<file path="src/hdl/fault_alert_defines.svh">
// Constants of the fault, alert and general pin register block.
// Assumes inclusion by bare name from any file that needs offsets or fields.
`ifndef FAULT_ALERT_DEFINES_SVH
`define FAULT_ALERT_DEFINES_SVH

// Command byte offsets
`define FA_OFS_FAULT_EN      8'h02
`define FA_OFS_THRESH_EN     8'h03
`define FA_OFS_FAULT_LOG     8'h04
`define FA_OFS_ALARM_LOG     8'h05
`define FA_OFS_BAD_TIMEOUT   8'h06
`define FA_OFS_PIN_CONFIG    8'h07
`define FA_OFS_THR_FIRST     8'h08
`define FA_OFS_THR_LAST      8'h0F

// Reset values
`define FA_RST_ZERO          8'h00
`define FA_RST_BAD_TIMEOUT   8'hFF
`define FA_RST_THR_MIN       8'h00
`define FA_RST_THR_MAX       8'hFF

// Fault log and fault enable bit positions
`define FA_BIT_NVM_DONE      7
`define FA_BIT_XBAD          6
`define FA_BIT_ON_PIN        4

// Pin configuration bit positions
`define FA_BIT_PIN3_PD       7
`define FA_BIT_PIN2_PD       6
`define FA_BIT_PIN1_SEL_HI   5
`define FA_BIT_PIN1_SEL_LO   4
`define FA_BIT_PIN1_VAL      3
`define FA_BIT_CONV_ALERT    2
`define FA_BIT_STRESS_PIN2   1
`define FA_BIT_OVF_ALERT     0

// Millisecond base for the transistor-bad wait
`define FA_MS_NS             1000000
`define FA_CLK_PERIOD_NS     4
`define FA_MS_CYCLES         (`FA_MS_NS / `FA_CLK_PERIOD_NS)

`endif

</file>
<file path="src/hdl/fault_alert_pkg.sv">
// Types shared by the fault, alert and general pin register block.
// Assumes no other package; all users name items with the package scope.
package fault_alert_pkg;

    // Fault events, one bit per fault log position
    typedef struct packed {
        logic nvm_done;        // Nonvolatile write finished
        logic transistor_bad;  // Pass transistor bad, after wait
        logic transistor_short;// Converter saw a shorted transistor
        logic on_pin;          // On pin changed state
        logic power_bad;       // Power bad fault
        logic overcurrent;     // Overcurrent fault
        logic undervoltage;    // Undervoltage fault
        logic overvoltage;     // Overvoltage fault
    } fault_evt_t;

    // Converter results, index 0 pin voltage, 1 source, 2 sense, 3 power
    typedef logic [3:0][7:0] meas_t;

    // Function of general pin 1
    typedef enum logic [1:0] {
        PIN1_POWER_GOOD = 2'b00,
        PIN1_GEN_OUTPUT = 2'b01,
        PIN1_POWER_BAD  = 2'b10,
        PIN1_GEN_INPUT  = 2'b11
    } pin1_mode_t;

endpackage : fault_alert_pkg

</file>
<file path="src/hdl/fault_alert_gpio_regs.sv">
// Fault logs, alert enables, transistor-bad wait and general pin control.
// Assumes event inputs are one-cycle pulses and levels synchronous to clock_i,
// and a command byte port from the serial host front end.
`timescale 1ns/1ps
`include "fault_alert_defines.svh"

// Behaviour
// RULE_01: Nonvolatile write done alerts when bit 7 enabled
// RULE_02: Fault enable bits 6..0 gate fault alerts
// RULE_03: Threshold enable pairs gate above/below alerts
// RULE_04: Nonvolatile write done sets fault log bit 7
// RULE_05: Fault events set fault log bits 6..0
// RULE_06: Threshold crossings set alarm log bits
// RULE_07: Transistor-bad wait in ms, zero disables
// RULE_08: Pins 3 and 2 pull low when bit set
// RULE_09: Pin 1 function selected by bits 5:4
// RULE_10: Conversion done alerts when bit 2 set
// RULE_11: Stress pulls pin 2 low when bit 1 set
// RULE_12: Meter or timer overflow alerts when bit 0
// RULE_13: Mask stops on pin clearing fault log
// RULE_14: Eight-bit min/max thresholds, defaults 00/FF
// RULE_15: Log bits sticky; event beats host clear
// RULE_16: Enabled events hold alert low until serviced
// RULE_17: Host reads logs and clears handled bits
module fault_alert_gpio_regs #(
    parameter int unsigned MS_CYCLES = `FA_MS_CYCLES   // Clock cycles in one millisecond
) (
    input  wire logic                        clock_i,             // System clock
    input  wire logic                        arst_n_i,            // Asynchronous reset, active low
    // Command byte register port
    input  wire logic [7:0]                  reg_addr_i,          // Command byte
    input  wire logic                        reg_wr_i,            // Write strobe
    input  wire logic [7:0]                  reg_wdata_i,         // Write data
    input  wire logic                        reg_rd_i,            // Read strobe
    output logic      [7:0]                  reg_rdata_o,         // Read data, one cycle after strobe
    // Events and conditions
    input  wire fault_alert_pkg::fault_evt_t fault_evt_i,         // Fault pulses; bad bit is ignored
    input  wire logic                        transistor_bad_i,    // Raw transistor-bad condition level
    input  wire logic                        on_fault_mask_i,     // Control register mask bit
    input  wire logic                        conv_done_i,         // Converter finished a measurement
    input  wire fault_alert_pkg::meas_t      meas_i,              // Results valid with conv_done_i
    input  wire logic                        meter_overflow_i,    // Energy or time counter overflow
    input  wire logic                        power_good_i,        // Power good level
    input  wire logic                        stress_i,            // Transistor under stress
    // Fault flag; pins open drain
    output logic                             transistor_bad_flag_o, // Transistor-bad fault declared
    output logic                             alert_n_o,           // Alert pin level driven
    output logic                             alert_oe_o,          // Alert pin pulled low
    output logic                             general_pin_1_o,     // Pin 1 level driven
    output logic                             general_pin_1_oe_o,  // Pin 1 pulled low
    output logic                             general_pin_2_o,     // Pin 2 level driven
    output logic                             general_pin_2_oe_o,  // Pin 2 pulled low
    output logic                             general_pin_3_o,     // Pin 3 level driven
    output logic                             general_pin_3_oe_o   // Pin 3 pulled low
);

    // Reset synchroniser
    logic                        rst_meta_q;  // First stage
    logic                        rst_n_q;     // Released reset used below

    // Registers
    logic [7:0]                  fault_en_q, fault_en_d;      // Fault alert enables
    logic [7:0]                  thresh_en_q, thresh_en_d;    // Threshold alert enables
    logic [7:0]                  fault_log_q, fault_log_d;    // Sticky fault log
    logic [7:0]                  alarm_log_q, alarm_log_d;    // Sticky alarm log
    logic [7:0]                  bad_wait_q, bad_wait_d;      // Transistor-bad wait in ms
    logic [7:0]                  pin_cfg_q, pin_cfg_d;        // General pin configuration
    logic [7:0]                  thr_q [8];                   // Min/max thresholds
    logic [7:0]                  thr_d [8];
    logic                        alert_q, alert_d;            // Pending alert
    logic [7:0]                  rdata_q, rdata_d;            // Read data

    // Transistor-bad timing
    logic [31:0]                 tick_q, tick_d;              // Cycles within a millisecond
    logic [7:0]                  ms_q, ms_d;                  // Elapsed milliseconds
    logic                        bad_q, bad_d;                // Fault declared

    // Pin drive
    logic                        pin1_oe_q, pin1_oe_d;
    logic                        pin2_oe_q, pin2_oe_d;
    logic                        pin3_oe_q, pin3_oe_d;

    // Combinational helpers
    logic [7:0]                  fault_set;     // Fault log bits to set
    logic [7:0]                  alarm_set;     // Alarm log bits to set
    logic                        bad_pulse;     // Fault declared this cycle
    logic                        alert_event;   // Any enabled event
    fault_alert_pkg::pin1_mode_t pin1_mode;     // Decoded pin 1 function

    // Two-flop release of the reset
    always_ff @(posedge clock_i or negedge arst_n_i) begin
        if (!arst_n_i) begin
            rst_meta_q <= 1'b0;
            rst_n_q    <= 1'b0;
        end else begin
            rst_meta_q <= 1'b1;
            rst_n_q    <= rst_meta_q;
        end
    end

    // Transistor-bad wait: counts whole milliseconds while condition holds
    always_comb begin
        tick_d    = tick_q;
        ms_d      = ms_q;
        bad_d     = bad_q;
        bad_pulse = 1'b0;
        if (!transistor_bad_i || bad_wait_q == `FA_RST_ZERO) begin
            // Condition gone or fault disabled: restart
            tick_d = 32'h00000000;
            ms_d   = 8'h00;
            bad_d  = 1'b0; // RULE_07
        end else if (!bad_q) begin
            if (tick_q == MS_CYCLES - 1) begin
                // One millisecond elapsed
                tick_d = 32'h00000000;
                ms_d   = ms_q + 8'h01;
                if (ms_q + 8'h01 == bad_wait_q) begin
                    // Wait expired: declare once
                    bad_d     = 1'b1; // RULE_07
                    bad_pulse = 1'b1;
                end
            end else begin
                tick_d = tick_q + 32'h00000001;
            end
        end
    end

    // Event collection into log set masks
    always_comb begin
        fault_set = fault_evt_i;
        fault_set[`FA_BIT_XBAD] = bad_pulse; // RULE_05
        alarm_set = 8'h00;
        if (conv_done_i) begin
            // Compare each quantity with its thresholds
            for (int i = 0; i < 4; i++) begin
                alarm_set[2*i+1] = meas_i[i] > thr_q[2*i+1]; // RULE_06 RULE_14
                alarm_set[2*i]   = meas_i[i] < thr_q[2*i];   // RULE_06 RULE_14
            end
        end
        alert_event = |(fault_set & fault_en_q)                           // RULE_01 RULE_02
                    | |(alarm_set & thresh_en_q)                          // RULE_03
                    | (conv_done_i & pin_cfg_q[`FA_BIT_CONV_ALERT])       // RULE_10
                    | (meter_overflow_i & pin_cfg_q[`FA_BIT_OVF_ALERT]);  // RULE_12
    end

    // Register writes, sticky logs and alert state
    always_comb begin
        fault_en_d  = fault_en_q;
        thresh_en_d = thresh_en_q;
        fault_log_d = fault_log_q;
        alarm_log_d = alarm_log_q;
        bad_wait_d  = bad_wait_q;
        pin_cfg_d   = pin_cfg_q;
        thr_d       = thr_q;
        alert_d     = alert_q;
        rdata_d     = rdata_q;
        if (reg_wr_i) begin
            // Host write by command byte; unmapped bytes ignored
            unique case (reg_addr_i)
                `FA_OFS_FAULT_EN:    fault_en_d  = reg_wdata_i;
                `FA_OFS_THRESH_EN:   thresh_en_d = reg_wdata_i;
                `FA_OFS_FAULT_LOG: begin
                    fault_log_d = reg_wdata_i; // RULE_17
                    alert_d     = 1'b0;        // RULE_16
                end
                `FA_OFS_ALARM_LOG: begin
                    alarm_log_d = reg_wdata_i; // RULE_17
                    alert_d     = 1'b0;        // RULE_16
                end
                `FA_OFS_BAD_TIMEOUT: bad_wait_d  = reg_wdata_i; // RULE_07
                `FA_OFS_PIN_CONFIG:  pin_cfg_d   = reg_wdata_i;
                default: begin
                    // Threshold bytes
                    if (reg_addr_i >= `FA_OFS_THR_FIRST && reg_addr_i <= `FA_OFS_THR_LAST) begin
                        thr_d[reg_addr_i[2:0]] = reg_wdata_i; // RULE_14
                    end
                end
            endcase
        end
        if (fault_evt_i.on_pin && !on_fault_mask_i) begin
            // Unmasked on pin transition wipes the fault log
            fault_log_d = 8'h00; // RULE_13
        end
        // Events set after writes and clears, so a set always wins
        fault_log_d = fault_log_d | fault_set; // RULE_04 RULE_05 RULE_15
        alarm_log_d = alarm_log_d | alarm_set; // RULE_06 RULE_15
        if (alert_event) begin
            alert_d = 1'b1; // RULE_16
        end
        if (reg_rd_i) begin
            // Read mux; unmapped bytes read zero
            unique case (reg_addr_i)
                `FA_OFS_FAULT_EN:    rdata_d = fault_en_q;
                `FA_OFS_THRESH_EN:   rdata_d = thresh_en_q;
                `FA_OFS_FAULT_LOG:   rdata_d = fault_log_q;
                `FA_OFS_ALARM_LOG:   rdata_d = alarm_log_q;
                `FA_OFS_BAD_TIMEOUT: rdata_d = bad_wait_q;
                `FA_OFS_PIN_CONFIG:  rdata_d = pin_cfg_q;
                default: begin
                    if (reg_addr_i >= `FA_OFS_THR_FIRST && reg_addr_i <= `FA_OFS_THR_LAST) begin
                        rdata_d = thr_q[reg_addr_i[2:0]];
                    end else begin
                        rdata_d = 8'h00;
                    end
                end
            endcase
        end
    end

    // General pin drive, pull low when enable high
    always_comb begin
        pin1_mode = fault_alert_pkg::pin1_mode_t'(pin_cfg_q[`FA_BIT_PIN1_SEL_HI:`FA_BIT_PIN1_SEL_LO]);
        pin3_oe_d = pin_cfg_q[`FA_BIT_PIN3_PD]; // RULE_08
        pin2_oe_d = pin_cfg_q[`FA_BIT_PIN2_PD]                             // RULE_08
                  | (pin_cfg_q[`FA_BIT_STRESS_PIN2] & stress_i);          // RULE_11
        unique case (pin1_mode)
            // Released high while power is good
            fault_alert_pkg::PIN1_POWER_GOOD: pin1_oe_d = !power_good_i;   // RULE_09
            // Released high while power is bad
            fault_alert_pkg::PIN1_POWER_BAD:  pin1_oe_d = power_good_i;    // RULE_09
            // One releases, zero pulls low
            fault_alert_pkg::PIN1_GEN_OUTPUT: pin1_oe_d = !pin_cfg_q[`FA_BIT_PIN1_VAL]; // RULE_09
            // Input: never driven
            fault_alert_pkg::PIN1_GEN_INPUT:  pin1_oe_d = 1'b0;            // RULE_09
        endcase
    end

    // State registers
    always_ff @(posedge clock_i or negedge rst_n_q) begin
        if (!rst_n_q) begin
            fault_en_q  <= `FA_RST_ZERO;
            thresh_en_q <= `FA_RST_ZERO;
            fault_log_q <= `FA_RST_ZERO;
            alarm_log_q <= `FA_RST_ZERO;
            bad_wait_q  <= `FA_RST_BAD_TIMEOUT; // RULE_07
            pin_cfg_q   <= `FA_RST_ZERO;
            for (int i = 0; i < 8; i++) begin
                // Even bytes minimum, odd bytes maximum
                thr_q[i] <= i[0] ? `FA_RST_THR_MAX : `FA_RST_THR_MIN; // RULE_14
            end
            alert_q     <= 1'b0;
            rdata_q     <= 8'h00;
            tick_q      <= 32'h00000000;
            ms_q        <= 8'h00;
            bad_q       <= 1'b0;
            pin1_oe_q   <= 1'b0;
            pin2_oe_q   <= 1'b0;
            pin3_oe_q   <= 1'b0;
        end else begin
            fault_en_q  <= fault_en_d;
            thresh_en_q <= thresh_en_d;
            fault_log_q <= fault_log_d;
            alarm_log_q <= alarm_log_d;
            bad_wait_q  <= bad_wait_d;
            pin_cfg_q   <= pin_cfg_d;
            thr_q       <= thr_d;
            alert_q     <= alert_d;
            rdata_q     <= rdata_d;
            tick_q      <= tick_d;
            ms_q        <= ms_d;
            bad_q       <= bad_d;
            pin1_oe_q   <= pin1_oe_d;
            pin2_oe_q   <= pin2_oe_d;
            pin3_oe_q   <= pin3_oe_d;
        end
    end

    // Outputs; open-drain levels are always low, enables decide
    assign reg_rdata_o           = rdata_q;
    assign transistor_bad_flag_o = bad_q;
    assign alert_n_o             = 1'b0;
    assign alert_oe_o            = alert_q; // RULE_16
    assign general_pin_1_o       = 1'b0;
    assign general_pin_1_oe_o    = pin1_oe_q;
    assign general_pin_2_o       = 1'b0;
    assign general_pin_2_oe_o    = pin2_oe_q;
    assign general_pin_3_o       = 1'b0;
    assign general_pin_3_oe_o    = pin3_oe_q;

endmodule : fault_alert_gpio_regs

</file>
<file path="config.mk">
export PLATFORM = sky130hd
export DESIGN_NAME = fault_alert_gpio_regs
export DESIGN_NICKNAME = d
export VERILOG_FILES = /design/src/hdl/fault_alert_pkg.sv /design/src/hdl/fault_alert_gpio_regs.sv
export VERILOG_INCLUDE_DIRS = /design/src /design/src/hdl
export SDC_FILE = /design/constraint.sdc
export NUM_CORES = 1
export LEC_CHECK = 0
export ABC_AREA = 1
export ABC_CLOCK_PERIOD_IN_PS = 5800
export BUFFER_PORTS_ARGS = -buffer_cell sky130_fd_sc_hd__buf_4
export CAP_MARGIN = 20
export CORE_MARGIN = 3
export CORE_UTILIZATION = 39
export CTS_CLUSTER_DIAMETER = 150
export DETAILED_ROUTE_END_ITERATION = 8
export GPL_ROUTABILITY_DRIVEN = 0
export PLACE_DENSITY = 0.59
export SETUP_SLACK_MARGIN = 0.02
export SLEW_MARGIN = 25
export SYNTH_ARGS = -nofsm -noshare
export SYNTH_HDL_FRONTEND = slang
export SYNTH_SLANG_ARGS = --single-unit
</file>
<file path="constraint.sdc">
create_clock -name clock_i -period 5.8 [get_ports clock_i]
set_input_delay 0.87 -clock clock_i [delete_from_list [all_inputs] [get_ports clock_i]]
set_output_delay 0.87 -clock clock_i [all_outputs]
set_load 0.01 [all_outputs]
</file>
==> results.ini <==
[global_routing]
grt_use_met2_pct = 34.7
met1_usage_pct = 30.0
grtUsageTotal_pct = 21.5
grt_most_used_layer = met2
grt_pass1_wl_microns = 47700
first_global_vias = 8706
antenna_found_initial = 0
grt_remaining_overflow = 0
use_met3_pct = 3.55
grt_max_degree = 69

[floorplanning]
num_io_pins = 83
num_rows = 57
die_area_sq_um = 27600
core_area_sq_um = 24700
initial_core_util_pct = 40.4
dieHeight_microns = 166
die_w_microns = 166

[clock_tree]
cts_tree = yes
htreeDepth = 4
path_clk_slew_ps = 70
clock_latency_ps = 440
cts-root-buf = clkbuf_16
cts_buffer_depth = 2
cts_sinks = 167
cts_buffers = 17
cts.repair.resized = 0
cts_setup_buffers = 0
ctsHoldBuffers = 0

[critical_path]
path_class = in2reg
r2r_end = tick_q[8]$_DFFE_PN0P_
reg2reg_slack_ps = 3430
critPathRequiredTime_ps = 6110
path_max_fanout = 17
startpoint_type = primary input
r2r_cells = 12
r2r-start = tick_q[0]$_DFFE_PN0P_
cp-end-kind = register
crit_arrival_ps = 2690

[timing]
fmax_mhz = 421
maxSlewHeadroom_pct = 32.3
fin_ws_ps = 3430
fin_crit_ps = 2370
hold_viol_final = 0
finalCritPeriodShare_pct = 40.9
grt_setup_unrepaired = false
worst_pin_slew_ps = 1010
skew_ps = 14.2
setup_viol = 0
finalSetupTns_ps = 0
final_max_slew_viol_count = 0

[cells_and_area]
fin_nets = 1484
syn_to_final_growth_pct = 14.0
fillerInstances = 2462
drive_above_1_share_pct = 13.6
diodes = 0

[power_and_ir_drop]
ir_worst_vdd_mv = 0.157
pwr_density_cell_nw_per_um2 = 243
power_leakage_uw = 0.00496

[synth]
ys_seq_area_share_pct = 42.3
async_flop_share_pct = 100
yosysMostFrequentCell = nand2_1
synth_warnings = 0
synth_area_sq_um = 10000
syn_area_per_cell_sq_um = 7.73
synth_seq_cells = 167
synth_edf_count = 0
synth_ff_type = dfrtp_1
yosysTopAreaCellShare_pct = 31.8
yosysUniqueCellTypes = 49
synthTopCellsByCount = nand2_1, inv_1, o21ai_0, dfrtp_1, nor2_1
yosysTopAreaCell = dfrtp_1
synth_area_leaders = dfrtp_1, nand2_1, dfstp_2, ha_1, o21ai_0
syn_inst = 1294

[routing]
avgRoutedWirePerCell_microns = 17.5
drc = 0
drt_first_pass_iters = 6
antenna_left = 0
wirelength_microns = 29600
viasPerCell = 5.30
vias = 8965
drt_iter0_markers = 855

[outcome]
status = complete, no violations

[job]
cap_violations = 0

[worst_hold_path]
hp-class = in2async

[place]
port_buffers = 77
dp_slack_ps = 3030
dp_hpwl_microns = 22000

==> registers in the layout, summed over array words and instances (netlist names) <==
name	flops
thr_q	64
tick_q	32
alarm_log_q	8
bad_wait_q	8
fault_en_q	8
fault_log_q	8
ms_q	8
pin_cfg_q	8
reg_rdata_o	8
thresh_en_q	8
alert_oe_o	1
general_pin_1_oe_o	1
general_pin_2_oe_o	1
general_pin_3_oe_o	1
rst_meta_q	1
rst_n_q	1
transistor_bad_flag_o	1
==> metrics by stage <==
| stage | area, sq um | total power [uW] | utilization [%] | cells | hold slack [ps] |
|---|---|---|---|---|---|
| finish | 11400 | 2770 | 46.1 | 1693 | 194 |
| global route | 11400 | 2890 | 46.1 | 1693 | 176 |
| CTS | 11400 | 2790 | 46.1 | 1693 | 180 |
| detailed placement | 10800 | 1610 | 43.7 | 1661 | 342 |
| global placement | 10800 | 1600 | 43.7 | 1661 | 335 |
| floorplan | 10000 | 1470 | - | 1297 | 331 |
==> worst max path at each step <==
stage / cells past startpoint / endpoint / start
floorplan: 0 / alarm_log_q[0]$_DFF_PN0_ / rst_n_q$_DFF_PN0_
global placement: 9 / reg_rdata_o[2]$_DFFE_PN0P_ / reg_addr_i[0]
detailed placement: 9 / reg_rdata_o[2]$_DFFE_PN0P_ / reg_addr_i[0]
CTS: 12 / tick_q[8]$_DFFE_PN0P_ / tick_q[0]$_DFFE_PN0P_
global route: 12 / tick_q[8]$_DFFE_PN0P_ / tick_q[0]$_DFFE_PN0P_
finish: 9 / reg_rdata_o[2]$_DFFE_PN0P_ / reg_addr_i[0]
==> placed cells by master (no fill, tap or decap), types with 5 or more instances in the layout <==
cell type and count:
nand2_1 343, inv_1 150, o21ai_0 133, dfrtp_1 126, nor2_1 95, buf_4 80
ha_1 62, a21oi_1 56, nand3_1 51, dfstp_2 40, nand4_1 32, nor3_1 24
o22ai_1 22, xor2_1 18, clkbuf_16 17, o211ai_1 10, nand2_2 9, nor2_4 7
inv_2 7, o21bai_1 6, a31oi_1 6, o21a_1 5, nor4_1 5, nor2_2 5
a22oi_1 5, conb_1 5
==> critical path: stages <==
cell and delay (ps):
buf_4 190, inv_1 320, nand2_1 190, nor2_2 220
inv_1 150, o22ai_1 160, a21oi_1 90, a31oi_1 360
a21oi_1 130
==> power by group <==
part | internal [uW] | leakage (uW) | switching, uW
Clock | 624 | 0.000281 | 553
Sequential | 1220 | 0.00208 | 48.8
Combinational | 122 | 0.00260 | 201
==> kinds of logic (layout without fill, tap and decap cells) <==
family	Yosys count	count (layout)	share of synthesized area (%)
XOR/XNOR	21	21	1.98
AO/OA/AOI/OAI	264	264	14.8
AND/OR/NAND/NOR	580	580	25.0
other	2	5	0.0751
flip-flops	167	167	42.3
adder cells (fa/ha/maj)	62	62	7.76
buffers and inverters	198	270	8.07
==> layout make-up <==
| class | count | area [sq um] | area share, % |
|---|---|---|---|
| clock buffer | 18 | 439 | 3.85 |
| clock inverter | 14 | 156 | 1.37 |
| inverter | 158 | 594 | 5.21 |
| multi-input combinational | 932 | 4970 | 43.6 |
| sequential | 167 | 4230 | 37.1 |
| tap | 324 | 405 | 3.56 |
| timing repair buffer | 80 | 601 | 5.27 |
==> routing by layer <==
layer  wire length, microns  up-vias
met5                      0        -
met4                    607        0
met3                   1630       38
met2                  13700      272
met1                  13700     4246
li1                       -     4409
Power figures use the tool's default switching activity.
